File: config.mk
export PLATFORM = sky130hd
export DESIGN_NAME = fps_supervisor
export DESIGN_NICKNAME = d
export VERILOG_FILES = /design/src/fps_pkg.sv /design/src/fps_supervisor.sv
export VERILOG_INCLUDE_DIRS = /design/src
export SDC_FILE = /design/constraint.sdc
export NUM_CORES = 1
export LEC_CHECK = 0
export BUFFER_PORTS_ARGS = -buffer_cell sky130_fd_sc_hd__buf_4
export CORE_MARGIN = 2
export CORE_UTILIZATION = 45
export CTS_CLUSTER_DIAMETER = 40
export DETAILED_ROUTE_END_ITERATION = 7
export PLACE_DENSITY = 0.65
export SYNTH_ARGS = -nofsm -noshare
export SYNTH_HDL_FRONTEND = slang
export SYNTH_SLANG_ARGS = --single-unit
File: constraint.sdc
create_clock -name clk -period 2.13 [get_ports clk]
set_clock_uncertainty 0.1 [all_clocks]
set_input_delay 0.1065 -clock clk [delete_from_list [all_inputs] [get_ports clk]]
set_output_delay 0.1065 -clock clk [all_outputs]
set_load 0.05 [all_outputs]
File: src/fps_cfg.svh
// Timing constants and register map for the fault protection supervisor.
// Assumes a 20 MHz system clock; included by the design and the testbench.
`ifndef FPS_CFG_SVH
`define FPS_CFG_SVH

`define FPS_CLK_MHZ 20
// Filter times in ns, the typical figures
`define FPS_OT_FILT_NS 5000
`define FPS_BAT_FILT_NS 3500
`define FPS_CP_FILT_NS 4000
`define FPS_OT_FILT_CYC ((`FPS_OT_FILT_NS * `FPS_CLK_MHZ + 999) / 1000)
`define FPS_BAT_FILT_CYC ((`FPS_BAT_FILT_NS * `FPS_CLK_MHZ + 999) / 1000)
`define FPS_CP_FILT_CYC ((`FPS_CP_FILT_NS * `FPS_CLK_MHZ + 999) / 1000)
// Fail mode retry period in ms
`define FPS_RETRY_MS 64
`define FPS_RETRY_CYC (`FPS_RETRY_MS * 1000 * `FPS_CLK_MHZ)

// Register byte offsets
`define FPS_QUICK_STAT_OFS 12'h000
`define FPS_CH_STAT_OFS 12'h004
`define FPS_DEV_STAT_OFS 12'h008
`define FPS_OUT_CTRL_OFS 12'h00C
`define FPS_CH_CTRL_OFS 12'h010
`define FPS_MODE_OFS 12'h014

// Field positions
`define FPS_QS_OT_LSB 0
`define FPS_QS_PUMP_BIT 4
`define FPS_SUMMARY_BIT 31
`define FPS_DS_LOWBAT_BIT 0
`define FPS_DS_HIGHBAT_BIT 1
`define FPS_DS_LD_BIT 2
`define FPS_DS_CPOK_BIT 3
`define FPS_MODE_FAIL_BIT 0

`define FPS_OUT_CTRL_RST 4'h0
`define FPS_MODE_RST 1'b0

`endif

File: src/fps_pkg.sv
// Types shared by the fault protection supervisor.
// Assumes fps_cfg.svh supplies the numbers.
package fps_pkg;

   // Raw analog comparator conditions
   typedef struct packed {
      logic [3:0] overTemp;
      logic lowBattery;
      logic highBattery;
      logic loadDump;
      logic pumpBad;
   } fps_raw_t;

   typedef enum logic [1:0] {
      FPS_RUN,
      FPS_FAULT_OFF,
      FPS_WAIT_RETRY
   } fps_bat_state_t;

endpackage : fps_pkg

File: src/fps_supervisor.sv
// Digital fault supervisor of a quad high-side switch: filters fault
// conditions except load dump, gates the outputs, latches flags readable over APB.
// Assumes raw fault inputs come straight from analog comparators.
//
// The APB register port and the register addresses were decided locally.
`timescale 1ns/1ps
`include "fps_cfg.svh"

module fps_supervisor #(
   parameter int RETRY_CYC = `FPS_RETRY_CYC
) (
   // Clock and reset
   input wire logic clk,
   input wire logic srst,
   // APB slave
   input wire logic psel,
   input wire logic penable,
   input wire logic pwrite,
   input wire logic [11:0] paddr,
   input wire logic [31:0] pwdata,
   output logic [31:0] prdata,
   output logic pready,
   output logic pslverr,
   // Raw fault conditions from the analog side
   input wire fps_pkg::fps_raw_t rawFault,
   // Power stage
   output logic [3:0] outEnable,
   output logic [3:0] inrushRestart
);

   // ==========================================================
   // Input synchronisers
   logic [7:0] syncA_reg;
   logic [7:0] syncB_reg;
   logic [7:0] syncC_reg;
   logic [7:0] condStable_reg;
   always_ff @(posedge clk) begin
      if (srst) begin
         syncA_reg <= 8'h00;
         syncB_reg <= 8'h00;
         syncC_reg <= 8'h00;
         condStable_reg <= 8'h00;
      end else begin
         syncA_reg <= rawFault;
         syncB_reg <= syncA_reg;
         syncC_reg <= syncB_reg;
         // A change counts once the second and third stages agree
         if (syncB_reg == syncC_reg) begin
            condStable_reg <= syncC_reg;
         end
      end
   end

   fps_pkg::fps_raw_t cond;
   assign cond = condStable_reg;

   // ==========================================================
   // Fault filters
   logic [3:0] otFilt;
   logic uvFilt;
   logic ovFilt;
   logic cpFilt;

   genvar gi;
   generate
      for (gi = 0; gi < 4; gi++) begin : g_otFilt
         logic [7:0] cnt_reg;
         always_ff @(posedge clk) begin
            if (srst || !cond.overTemp[gi]) begin
               cnt_reg <= 8'h00;
            end else if (cnt_reg != 8'(`FPS_OT_FILT_CYC)) begin
               cnt_reg <= cnt_reg + 8'h01;
            end
         end
         assign otFilt[gi] = (cnt_reg == 8'(`FPS_OT_FILT_CYC));
      end
   endgenerate

   logic [7:0] uvCnt_reg;
   logic [7:0] ovCnt_reg;
   logic [7:0] cpCnt_reg;
   always_ff @(posedge clk) begin
      if (srst || !cond.lowBattery) begin
         uvCnt_reg <= 8'h00;
      end else if (uvCnt_reg != 8'(`FPS_BAT_FILT_CYC)) begin
         uvCnt_reg <= uvCnt_reg + 8'h01;
      end
   end
   always_ff @(posedge clk) begin
      if (srst || !cond.highBattery) begin
         ovCnt_reg <= 8'h00;
      end else if (ovCnt_reg != 8'(`FPS_BAT_FILT_CYC)) begin
         ovCnt_reg <= ovCnt_reg + 8'h01;
      end
   end
   always_ff @(posedge clk) begin
      if (srst || !cond.pumpBad) begin
         cpCnt_reg <= 8'h00;
      end else if (cpCnt_reg != 8'(`FPS_CP_FILT_CYC)) begin
         cpCnt_reg <= cpCnt_reg + 8'h01;
      end
   end
   assign uvFilt = (uvCnt_reg == 8'(`FPS_BAT_FILT_CYC));
   assign ovFilt = (ovCnt_reg == 8'(`FPS_BAT_FILT_CYC));
   assign cpFilt = (cpCnt_reg == 8'(`FPS_CP_FILT_CYC));

   // ==========================================================
   // APB decode
   logic apbWr;
   logic apbRd;
   assign apbWr = psel && penable && pwrite && pready;
   assign apbRd = psel && penable && !pwrite && pready;

   function automatic logic hit(input logic [11:0] addr, input logic [11:0] ofs);
      hit = (addr == ofs);
   endfunction : hit

   logic mapped;
   assign mapped = hit(paddr, `FPS_QUICK_STAT_OFS) || hit(paddr, `FPS_CH_STAT_OFS)
      || hit(paddr, `FPS_DEV_STAT_OFS) || hit(paddr, `FPS_OUT_CTRL_OFS)
      || hit(paddr, `FPS_CH_CTRL_OFS) || hit(paddr, `FPS_MODE_OFS);

   // Host on-write: output control writes all four, channel control sets
   logic [3:0] onWrite;
   logic [3:0] onWriteBits;
   always_comb begin
      onWrite = 4'h0;
      onWriteBits = 4'h0;
      if (apbWr && hit(paddr, `FPS_OUT_CTRL_OFS)) begin
         onWrite = 4'hF;
         onWriteBits = pwdata[3:0];
      end else if (apbWr && hit(paddr, `FPS_CH_CTRL_OFS)) begin
         onWrite = pwdata[3:0];
         onWriteBits = pwdata[3:0];
      end
   end

   // ==========================================================
   // Mode register
   logic failMode_reg;
   logic modeChange;
   assign modeChange = apbWr && hit(paddr, `FPS_MODE_OFS)
      && (pwdata[`FPS_MODE_FAIL_BIT] != failMode_reg);
   always_ff @(posedge clk) begin
      if (srst) begin
         failMode_reg <= `FPS_MODE_RST;
      end else if (apbWr && hit(paddr, `FPS_MODE_OFS)) begin
         failMode_reg <= pwdata[`FPS_MODE_FAIL_BIT];
      end
   end

   // ==========================================================
   // Output command, held across pump faults
   logic [3:0] onCmd_reg;
   always_ff @(posedge clk) begin
      if (srst) begin
         onCmd_reg <= `FPS_OUT_CTRL_RST;
      end else begin
         // Commands taken even while the pump is bad, run once valid
         for (int i = 0; i < 4; i++) begin
            if (onWrite[i]) begin
               onCmd_reg[i] <= onWriteBits[i];
            end
         end
      end
   end

   // ==========================================================
   // Overtemperature shutdown latch per channel
   logic [3:0] otOff_reg;
   always_ff @(posedge clk) begin
      if (srst) begin
         otOff_reg <= 4'h0;
      end else begin
         for (int i = 0; i < 4; i++) begin
            if (otFilt[i]) begin
               otOff_reg[i] <= 1'b1;
            end else if (failMode_reg && modeChange) begin
               otOff_reg[i] <= 1'b0;
            end else if (!failMode_reg && onWrite[i] && onWriteBits[i]
                         && !cond.overTemp[i]) begin
               otOff_reg[i] <= 1'b0;
            end
         end
      end
   end

   // ==========================================================
   // Battery undervoltage shutdown and fail mode retry
   fps_pkg::fps_bat_state_t batState_reg;
   logic [20:0] retryCnt_reg;
   logic batOff;
   assign batOff = (batState_reg != fps_pkg::FPS_RUN);
   always_ff @(posedge clk) begin
      if (srst) begin
         batState_reg <= fps_pkg::FPS_RUN;
         retryCnt_reg <= 21'h000000;
      end else begin
         case (batState_reg)
            fps_pkg::FPS_RUN: begin
               if (uvFilt) begin
                  batState_reg <= fps_pkg::FPS_FAULT_OFF;
               end
            end
            fps_pkg::FPS_FAULT_OFF: begin
               retryCnt_reg <= 21'h000000;
               if (failMode_reg) begin
                  batState_reg <= fps_pkg::FPS_WAIT_RETRY;
               end else if (!cond.lowBattery && (|(onWrite & onWriteBits))) begin
                  batState_reg <= fps_pkg::FPS_RUN;
               end
            end
            fps_pkg::FPS_WAIT_RETRY: begin
               if (!failMode_reg) begin
                  batState_reg <= fps_pkg::FPS_FAULT_OFF;
               end else if (retryCnt_reg >= 21'(RETRY_CYC - 1)) begin
                  retryCnt_reg <= 21'h000000;
                  // Retry only once the battery has recovered
                  if (!cond.lowBattery) begin
                     batState_reg <= fps_pkg::FPS_RUN;
                  end
               end else begin
                  retryCnt_reg <= retryCnt_reg + 21'h000001;
               end
            end
            default: begin
               batState_reg <= fps_pkg::FPS_RUN;
            end
         endcase
      end
   end

   // ==========================================================
   // Output gating
   logic allOff;
   assign allOff = batOff || cpFilt || cond.pumpBad || cond.loadDump;
   logic [3:0] outNext;
   assign outNext = allOff ? 4'h0 : (onCmd_reg & ~otOff_reg & ~otFilt);
   always_ff @(posedge clk) begin
      if (srst) begin
         outEnable <= 4'h0;
         inrushRestart <= 4'h0;
      end else begin
         outEnable <= outNext;
         // Each fresh turn-on restarts the inrush current window
         inrushRestart <= outNext & ~outEnable;
      end
   end

   // ==========================================================
   // Latched diagnosis flags
   logic [3:0] otFlag_reg;
   logic uvFlag_reg;
   logic ovFlag_reg;
   logic ldFlag_reg;
   logic cpFlag_reg;
   logic rdQuick;
   logic rdChan;
   logic rdDev;
   assign rdQuick = apbRd && hit(paddr, `FPS_QUICK_STAT_OFS);
   assign rdChan = apbRd && hit(paddr, `FPS_CH_STAT_OFS);
   assign rdDev = apbRd && hit(paddr, `FPS_DEV_STAT_OFS);

   // Set wins over a clearing read in the same cycle
   always_ff @(posedge clk) begin
      if (srst) begin
         otFlag_reg <= 4'h0;
      end else begin
         for (int i = 0; i < 4; i++) begin
            if (otFilt[i]) begin
               otFlag_reg[i] <= 1'b1;
            end else if (rdChan && !cond.overTemp[i]) begin
               otFlag_reg[i] <= 1'b0;
            end
         end
      end
   end
   always_ff @(posedge clk) begin
      if (srst) begin
         uvFlag_reg <= 1'b0;
      end else if (uvFilt) begin
         uvFlag_reg <= 1'b1;
      end else if (rdDev && !cond.lowBattery) begin
         uvFlag_reg <= 1'b0;
      end
   end
   always_ff @(posedge clk) begin
      if (srst) begin
         ovFlag_reg <= 1'b0;
      end else if (ovFilt) begin
         ovFlag_reg <= 1'b1;
      end else if (rdDev && !cond.highBattery) begin
         ovFlag_reg <= 1'b0;
      end
   end
   always_ff @(posedge clk) begin
      if (srst) begin
         ldFlag_reg <= 1'b0;
      end else if (cond.loadDump) begin
         ldFlag_reg <= 1'b1;
      end else if (rdDev) begin
         ldFlag_reg <= 1'b0;
      end
   end
   always_ff @(posedge clk) begin
      if (srst) begin
         cpFlag_reg <= 1'b0;
      end else if (cpFilt) begin
         cpFlag_reg <= 1'b1;
      end else if (rdQuick && !cond.pumpBad) begin
         cpFlag_reg <= 1'b0;
      end
   end

   logic summary;
   assign summary = uvFlag_reg || ovFlag_reg || cpFlag_reg;

   // ==========================================================
   // APB read data and handshake: one wait state, answer in access+1
   logic [31:0] rdata;
   always_comb begin
      rdata = 32'h00000000;
      if (hit(paddr, `FPS_QUICK_STAT_OFS)) begin
         rdata[`FPS_QS_OT_LSB +: 4] = otFlag_reg;
         rdata[`FPS_QS_PUMP_BIT] = cpFlag_reg;
      end else if (hit(paddr, `FPS_CH_STAT_OFS)) begin
         rdata[3:0] = otFlag_reg;
      end else if (hit(paddr, `FPS_DEV_STAT_OFS)) begin
         rdata[`FPS_DS_LOWBAT_BIT] = uvFlag_reg;
         rdata[`FPS_DS_HIGHBAT_BIT] = ovFlag_reg;
         rdata[`FPS_DS_LD_BIT] = ldFlag_reg;
         rdata[`FPS_DS_CPOK_BIT] = !cond.pumpBad;
      end else if (hit(paddr, `FPS_OUT_CTRL_OFS) || hit(paddr, `FPS_CH_CTRL_OFS)) begin
         rdata[3:0] = onCmd_reg;
         rdata[7:4] = outEnable;
      end else if (hit(paddr, `FPS_MODE_OFS)) begin
         rdata[`FPS_MODE_FAIL_BIT] = failMode_reg;
      end
      rdata[`FPS_SUMMARY_BIT] = summary && mapped;
   end

   always_ff @(posedge clk) begin
      if (srst) begin
         pready <= 1'b0;
         prdata <= 32'h00000000;
         pslverr <= 1'b0;
      end else begin
         pready <= psel && penable && !pready;
         if (psel && penable && !pready) begin
            prdata <= pwrite ? 32'h00000000 : rdata;
            pslverr <= !mapped;
         end else begin
            pslverr <= 1'b0;
         end
      end
   end

endmodule : fps_supervisor

==> reports/results.txt, run 1 <==
Run status: finished, final reports clean
Post-synthesis adder-cell area fraction: 2.856%
Cell Area, Synth: 6573 um^2
Routability Congestion: 0.8187
CTS Buffer Depth: 2
Row count: 44
FFs w/ async S/R, synth: 0%
Max Cap Viol: 0
Worst R2R Setup Slack: 0.09 ns
Worst hold path class: input port to register
Layout Nets: 872
Largest net degree at the start of global routing: 53
Starting DRT DRC Count: 254
Fin. max-slew vios: 0
Tot Pwr: 5.963 mW
Worst vdd ir: 531.1 uV
DRC Markers: 0
Ant diodes: 0
DRT antenna net count: 0
Fin crit period: 2.037 ns
Post-Synth XOR/XNOR Area: 8.129%
CP endpoint kind: register
Critical-path maximum fanout: 5
Syn-to-layout area delta: 18.75%
WS Path Type: register to register
Detailed-route wire length per cell: 13.70 um
CTS buffer count: 17
Pwr dens: 763.9 nW/um^2
Final setup violating endpoints: 0
Syn Inst Count: 729
Endpoints failing hold: 0
Post-route cell area: 7805 um^2
Final period util: 95.63%
Worst R2R Start: retryCnt_reg[0]
Share of cells above drive strength 1: 13.05%
DIE WIDTH: 124.9 um
Initial core utilization: 45.57%
DR vias: 5189
Worst hold slack: 0.03275 ns
YS warnings: 0
Number of global-route vias before repair: 4968
Worst reg2reg endpoint: retryCnt_reg[17]
Vias/cell: 5.210
Floorplan core area: 14420 um^2
Dpl hpwl: 9633 um
Fmax achieved: 490.9 MHz
#FFs+latches synth: 147
R2r worst-path depth: 6
P_leak: 2.958 nW
GRT overflow: 0
Flip-flop count of the largest register after layout: 32
Placed Cells: 946
First-pass GRT wire length: 23130 um
Setup bufs post-CTS: 0
Clock root buffer: clkbuf_16
Worst hold stages: 6
Antenna violations before repair: 0
Mux cell area share after synthesis: 2.437%
Most frequent cells in the layout: dfxtp_1, nor2_1, buf_4
Final std cells w/o fill: 996
First-pass detailed-route iteration total: 4
Worst slew margin: 62.21%
Worst Tran Pin Value: 0.5668 ns
Synth cell types: 60
CTS tree: yes
Ys flop type: dfxtp_1
Post-synth EDFFs: 0
Most common library cell in the layout ignoring fill and taps: dfxtp_1
Post-synthesis compound-gate area fraction: 9.252%
Total length of routed wires: 13640 um
RSZ-0062 raised after global routing: false
Die area: 15590 um^2
Avg Cell Area, Syn: 9.016 um^2
Hold Path End: prdata[31]
Worst EP required: 2.33 ns
Fillers: 1333
CTS sink cnt: 147
H-tree depth: 4
Area after DPL: 7043 um^2
Die H: 124.9 um
Clock Pin Slew Worst Setup and Hold Paths: 0.05 ns
GRT Overall Usage: 17.89%
Min-delay src: paddr[1]
Register area share after synthesis: 44.77%
Setup Total Neg Slack: 0 ns
Crit path DAT: 2.23 ns
Largest family of logic cells by synthesized area: simple AND/OR/NAND/NOR gates
Simple logic cell fraction of the synthesized area: 26.35%
Setup crit start kind: register
Port buffer count: 47
I/O pin cnt: 99
Worst-Skew Late Latency: 0.41 ns
critical path: stages (launching register included):
cell and delay [ns]:
dfxtp_1 0.39, ha_1 0.22, and3_1 0.28, and3_1 0.26
a21oi_4 0.08, and2_1 0.26, a221o_1 0.33
per-stage QoR:
step	worst slack, ns	util [%]
6_report	0.09300	54.11
3_3_place_gp	0.1419	48.83
5_1_grt	0.003041	54.11
4_1_cts	0.04023	54.06
3_5_place_dp	0.04613	48.83
2_1_floorplan	0.1720	-
layer usage:
layer	routed length (um)	GRT usage (%)	vias to the layer above
met1	6550	22.82	2445
met3	459	4.854	12
met2	6487	29.57	97
met4	146	5.621	0
met5	0	0	-
li1	-	-	2635
Yosys cell counts, types with 3 or more instances:
library cell,instances,share of area [%]
nand2b_1,21,2.0
and4_1,5,0.67
nor2_1,77,4.4
mux2i_1,16,2.4
and2_1,5,0.48
a22oi_1,5,0.57
xor2_1,42,5.6
nand4b_1,3,0.40
a211oi_1,3,0.34
o211ai_1,3,0.34
nor4b_1,7,0.93
a31oi_1,9,0.86
nand2_1,47,2.7
dfxtp_1,147,45
nand4_1,15,1.4
a21oi_1,30,2.3
ha_1,15,2.9
buf_4,23,2.6
o31ai_1,3,0.34
inv_1,17,0.97
o21ai_0,17,1.3
nor3_1,20,1.5
nand3_1,54,4.1
xnor2_1,19,2.5
and3_1,17,1.6
buf_6,5,0.86
o22ai_1,5,0.48
or2_2,3,0.29
clkbuf_1,23,1.3
nor4_1,9,0.86
nor2b_1,27,2.6
worst max-delay path by stage:
stage                      from                to  slack (ns)  cells past startpoint
6_report        retryCnt_reg[0]  retryCnt_reg[17]        0.09                      6
5_1_grt         retryCnt_reg[0]  retryCnt_reg[17]       0.003                      6
3_5_place_dp   retryCnt_reg[11]   retryCnt_reg[3]        0.05                      6
4_1_cts        retryCnt_reg[11]   retryCnt_reg[3]        0.04                      6
2_1_floorplan   retryCnt_reg[0]  retryCnt_reg[18]        0.17                      8
3_3_place_gp   retryCnt_reg[11]   retryCnt_reg[3]        0.14                      6
cells by family (layout without fill, tap and decap cells):
| group | Yosys count | count (layout) |
|---|---|---|
| fa+ha+maj | 15 | 15 |
| xor+xnor | 61 | 61 |
| flops | 147 | 147 |
| compound gates | 94 | 94 |
| buf+inv | 70 | 131 |
| other cells | 1 | 23 |
| simple gates | 325 | 325 |
| mux | 16 | 16 |
layout make-up:
type                    count  area [um^2]  share of cell area, %
inverters                  17        63.81                 0.8176
repair buffers             83        683.2                  8.753
clock inverters             5        75.07                 0.9618
well taps                 184        230.2                  2.950
multi-input cells         534         3321                  42.55
clock buffers              26        489.2                  6.268
flip-flops and latches    147         2943                  37.70
repair_timing:
action / in CTS / in global routing
hold buffers: 19 / 0
hold endpoints to repair: 20 / 0
endpoints found under the setup margin: 0 / 12
resized for setup: 0 / 2
power by group:
group	internal, mW	leakage, nW	switching (mW)
Sequential	2.77	1.19	0.0138
Clock	1.81	0.278	1.05
Combinational	0.114	1.49	0.209
Total	4.69	2.96	1.27
Power figures use the tool's default switching activity.
==> run 2: changes to the inputs <==
--- a/config.mk
+++ b/config.mk
@@ -11,7 +11,7 @@
 export CORE_UTILIZATION = 45
 export CTS_CLUSTER_DIAMETER = 40
 export DETAILED_ROUTE_END_ITERATION = 7
-export PLACE_DENSITY = 0.65
+export PLACE_DENSITY_LB_ADDON = 0.1
 export SYNTH_ARGS = -nofsm -noshare
 export SYNTH_HDL_FRONTEND = slang
 export SYNTH_SLANG_ARGS = --single-unit
==> constraint.sdc (replaced) <==
create_clock -name clk -period 2.6 [get_ports clk]
set_clock_uncertainty 0.1 [all_clocks]
set_input_delay 0.13 -clock clk [delete_from_list [all_inputs] [get_ports clk]]
set_output_delay 0.13 -clock clk [all_outputs]
set_load 0.05 [all_outputs]
==> reports/results.txt, run 2 (synthesis results as in run 1) <==
DRC Markers: 0
Initial core utilization: 45.57%
Final setup violating endpoints: 0
DIE WIDTH: 124.9 um
Final period util: 85.75%
Total length of routed wires: 13250 um
Starting DRT DRC Count: 255
CP endpoint kind: register
CTS tree: yes
Die area: 15590 um^2
Worst EP required: 2.82 ns
I/O pin cnt: 99
Buf/Inv on CP: 0
Share of cells above drive strength 1: 12.36%
CTS sink cnt: 147
Most common library cell in the layout ignoring fill and taps: dfxtp_1
Pwr dens: 620.6 nW/um^2
Worst hold path class: input port to register
Worst R2R Start: retryCnt_reg[11]
Flip-flop count of the largest register after layout: 32
GRT Overall Usage: 17.37%
First-pass detailed-route iteration total: 5
CP max stage cell: or4_4
Dpl hpwl: 9250 um
Combinational Power Share: 5.4%
Most frequent cells in the layout: dfxtp_1, nor2_1, nand3_1, buf_4, nand2_1
Detailed-route wire length per cell: 13.45 um
H-tree depth: 4
Final std cells w/o fill: 985
Vias/cell: 5.164
DR vias: 5087
Critical Path Sink: retryCnt_reg[6]
Layout Nets: 860
Sequential share of power: 47.9%
Floorplan core area: 14420 um^2
Largest net degree at the start of global routing: 38
Biggest cell delay along the critical path: 0.58 ns
GRT overflow: 0
Fin crit period: 2.230 ns
Cell Int Power: 3.702 mW
Worst slew margin: 61.50%
RSZ-0062 raised after global routing: false
Port buffer count: 47
CP delay by family, top: simple AND/OR/NAND/NOR gates
Ant diodes: 0
Critical-path maximum fanout: 11
Clock network fraction of total power: 46.7%
Setup crit start kind: register
CTS Buffer Depth: 2
Sw frac: 22.33%
Setup bufs post-CTS: 0
Max Cap Viol: 0
Antenna violations before repair: 0
Fin. max-slew vios: 0
DRT antenna net count: 0
Clock root buffer: clkbuf_16
First-pass GRT wire length: 22470 um
Worst-Skew Late Latency: 0.41 ns
CTS buffer count: 17
Critical path origin: retryCnt_reg[11]
Worst reg2reg endpoint: retryCnt_reg[6]
WS Path Type: register to register
Placed Cells: 936
Psw: 1.064 mW
Number of global-route vias before repair: 4738
P_leak: 2.886 nW
Crit path cell chain: or4_4 > a31oi_1 > o21ba_2 > nand2_1 > o311ai_1
Worst vdd ir: 405.6 uV
R2r worst-path depth: 5
Routability Congestion: 0.7960
Row count: 44
WP depth: 5
Setup Total Neg Slack: 0 ns
Syn-to-layout area delta: 16.83%
Fmax achieved: 448.5 MHz
Clock Pin Slew Worst Setup and Hold Paths: 0.06 ns
Worst R2R Setup Slack: 0.37 ns
Worst Tran Pin Value: 0.5731 ns
Crit path DAT: 2.45 ns
Die H: 124.9 um
Endpoints failing hold: 0
Run status: finished, final reports clean
==> run 2: cell types whose count changed in the layout (fill, tap and decap cells not counted), sizes merged <==
cell and change:
clkbuf -2, bufinv -2, buf -10, clkinvlp +3, dlygate4sd3 -2, clkinv +2
==> run 2: repair_timing <==
action / CTS / global route
hold endpoints to repair: 17 / 0
hold buffers: 17 / 0
resized for setup: 0 / 0
==> run 2: worst register-to-register path: stages, from the launching register on <==
cell and delay, ns:
dfxtp_1 0.36, or4_4 0.58, a31oi_1 0.16, o21ba_2 0.28, nand2_1 0.32, o311ai_1 0.34
==> run 2: metal layers <==
| metal | global-route usage [%] | vias up | part of all wire (%) | wire, um |
|---|---|---|---|---|
| li1 | - | 2612 | - | - |
| met1 | 22.98 | 2329 | 49 | 6485 |
| met2 | 27.74 | 130 | 44 | 5881 |
| met3 | 4.553 | 16 | 5.2 | 688 |
| met4 | 5.686 | 0 | 1.5 | 193 |
| met5 | 0 | - | 0 | 0 |
==> run 2: how the worst min path moves through the flow <==
stage | cells after the start | startpoint | to | slack [ns]
floorplan | 1 | rawFault[0] | syncA_reg[0] | 0.16
global placement | 2 | rawFault[4] | syncA_reg[4] | 0.24
detailed placement | 2 | rawFault[3] | syncA_reg[3] | 0.24
CTS | 4 | paddr[9] | pslverr | 0.001
global route | 4 | paddr[9] | pslverr | 0.05
finish | 4 | paddr[9] | pslverr | 0.02
==> run 2: cell type report <==
cell class,instances,area [um^2]
flip-flops and latches,147,2943
clock buffers,24,501.7
fillers,1332,6745
well taps,184,230.2
clock inverters,8,51.30
repair buffers,71,575.6
multi-input cells,534,3313
inverters,17,63.81
==> run 2: power by group through the flow <==
stage | combinational (mW) | clock, mW | sequential, mW
CTS | 0.257 | 2.29 | 2.28
global route | 0.278 | 2.39 | 2.28
global placement | 0.234 | 0 | 2.33
finish | 0.257 | 2.22 | 2.28
floorplan | 0.196 | 0 | 2.33
detailed placement | 0.237 | 0 | 2.33
==> run 2: stage by stage <==
step                hold slack, ns  util, %  total power, mW  setup WS (ns)  instance area [um^2]
CTS                       0.001041    53.24            4.833         0.3750                  7679
detailed placement          0.2441    48.22            2.570         0.3840                  6955
floorplan                   0.1582        -            2.530         0.6420                  6655
finish                     0.02308    53.24            4.766         0.3705                  7679
global route               0.04927    53.24            4.953         0.2134                  7679
global placement            0.2424    48.22            2.566         0.4177                  6955
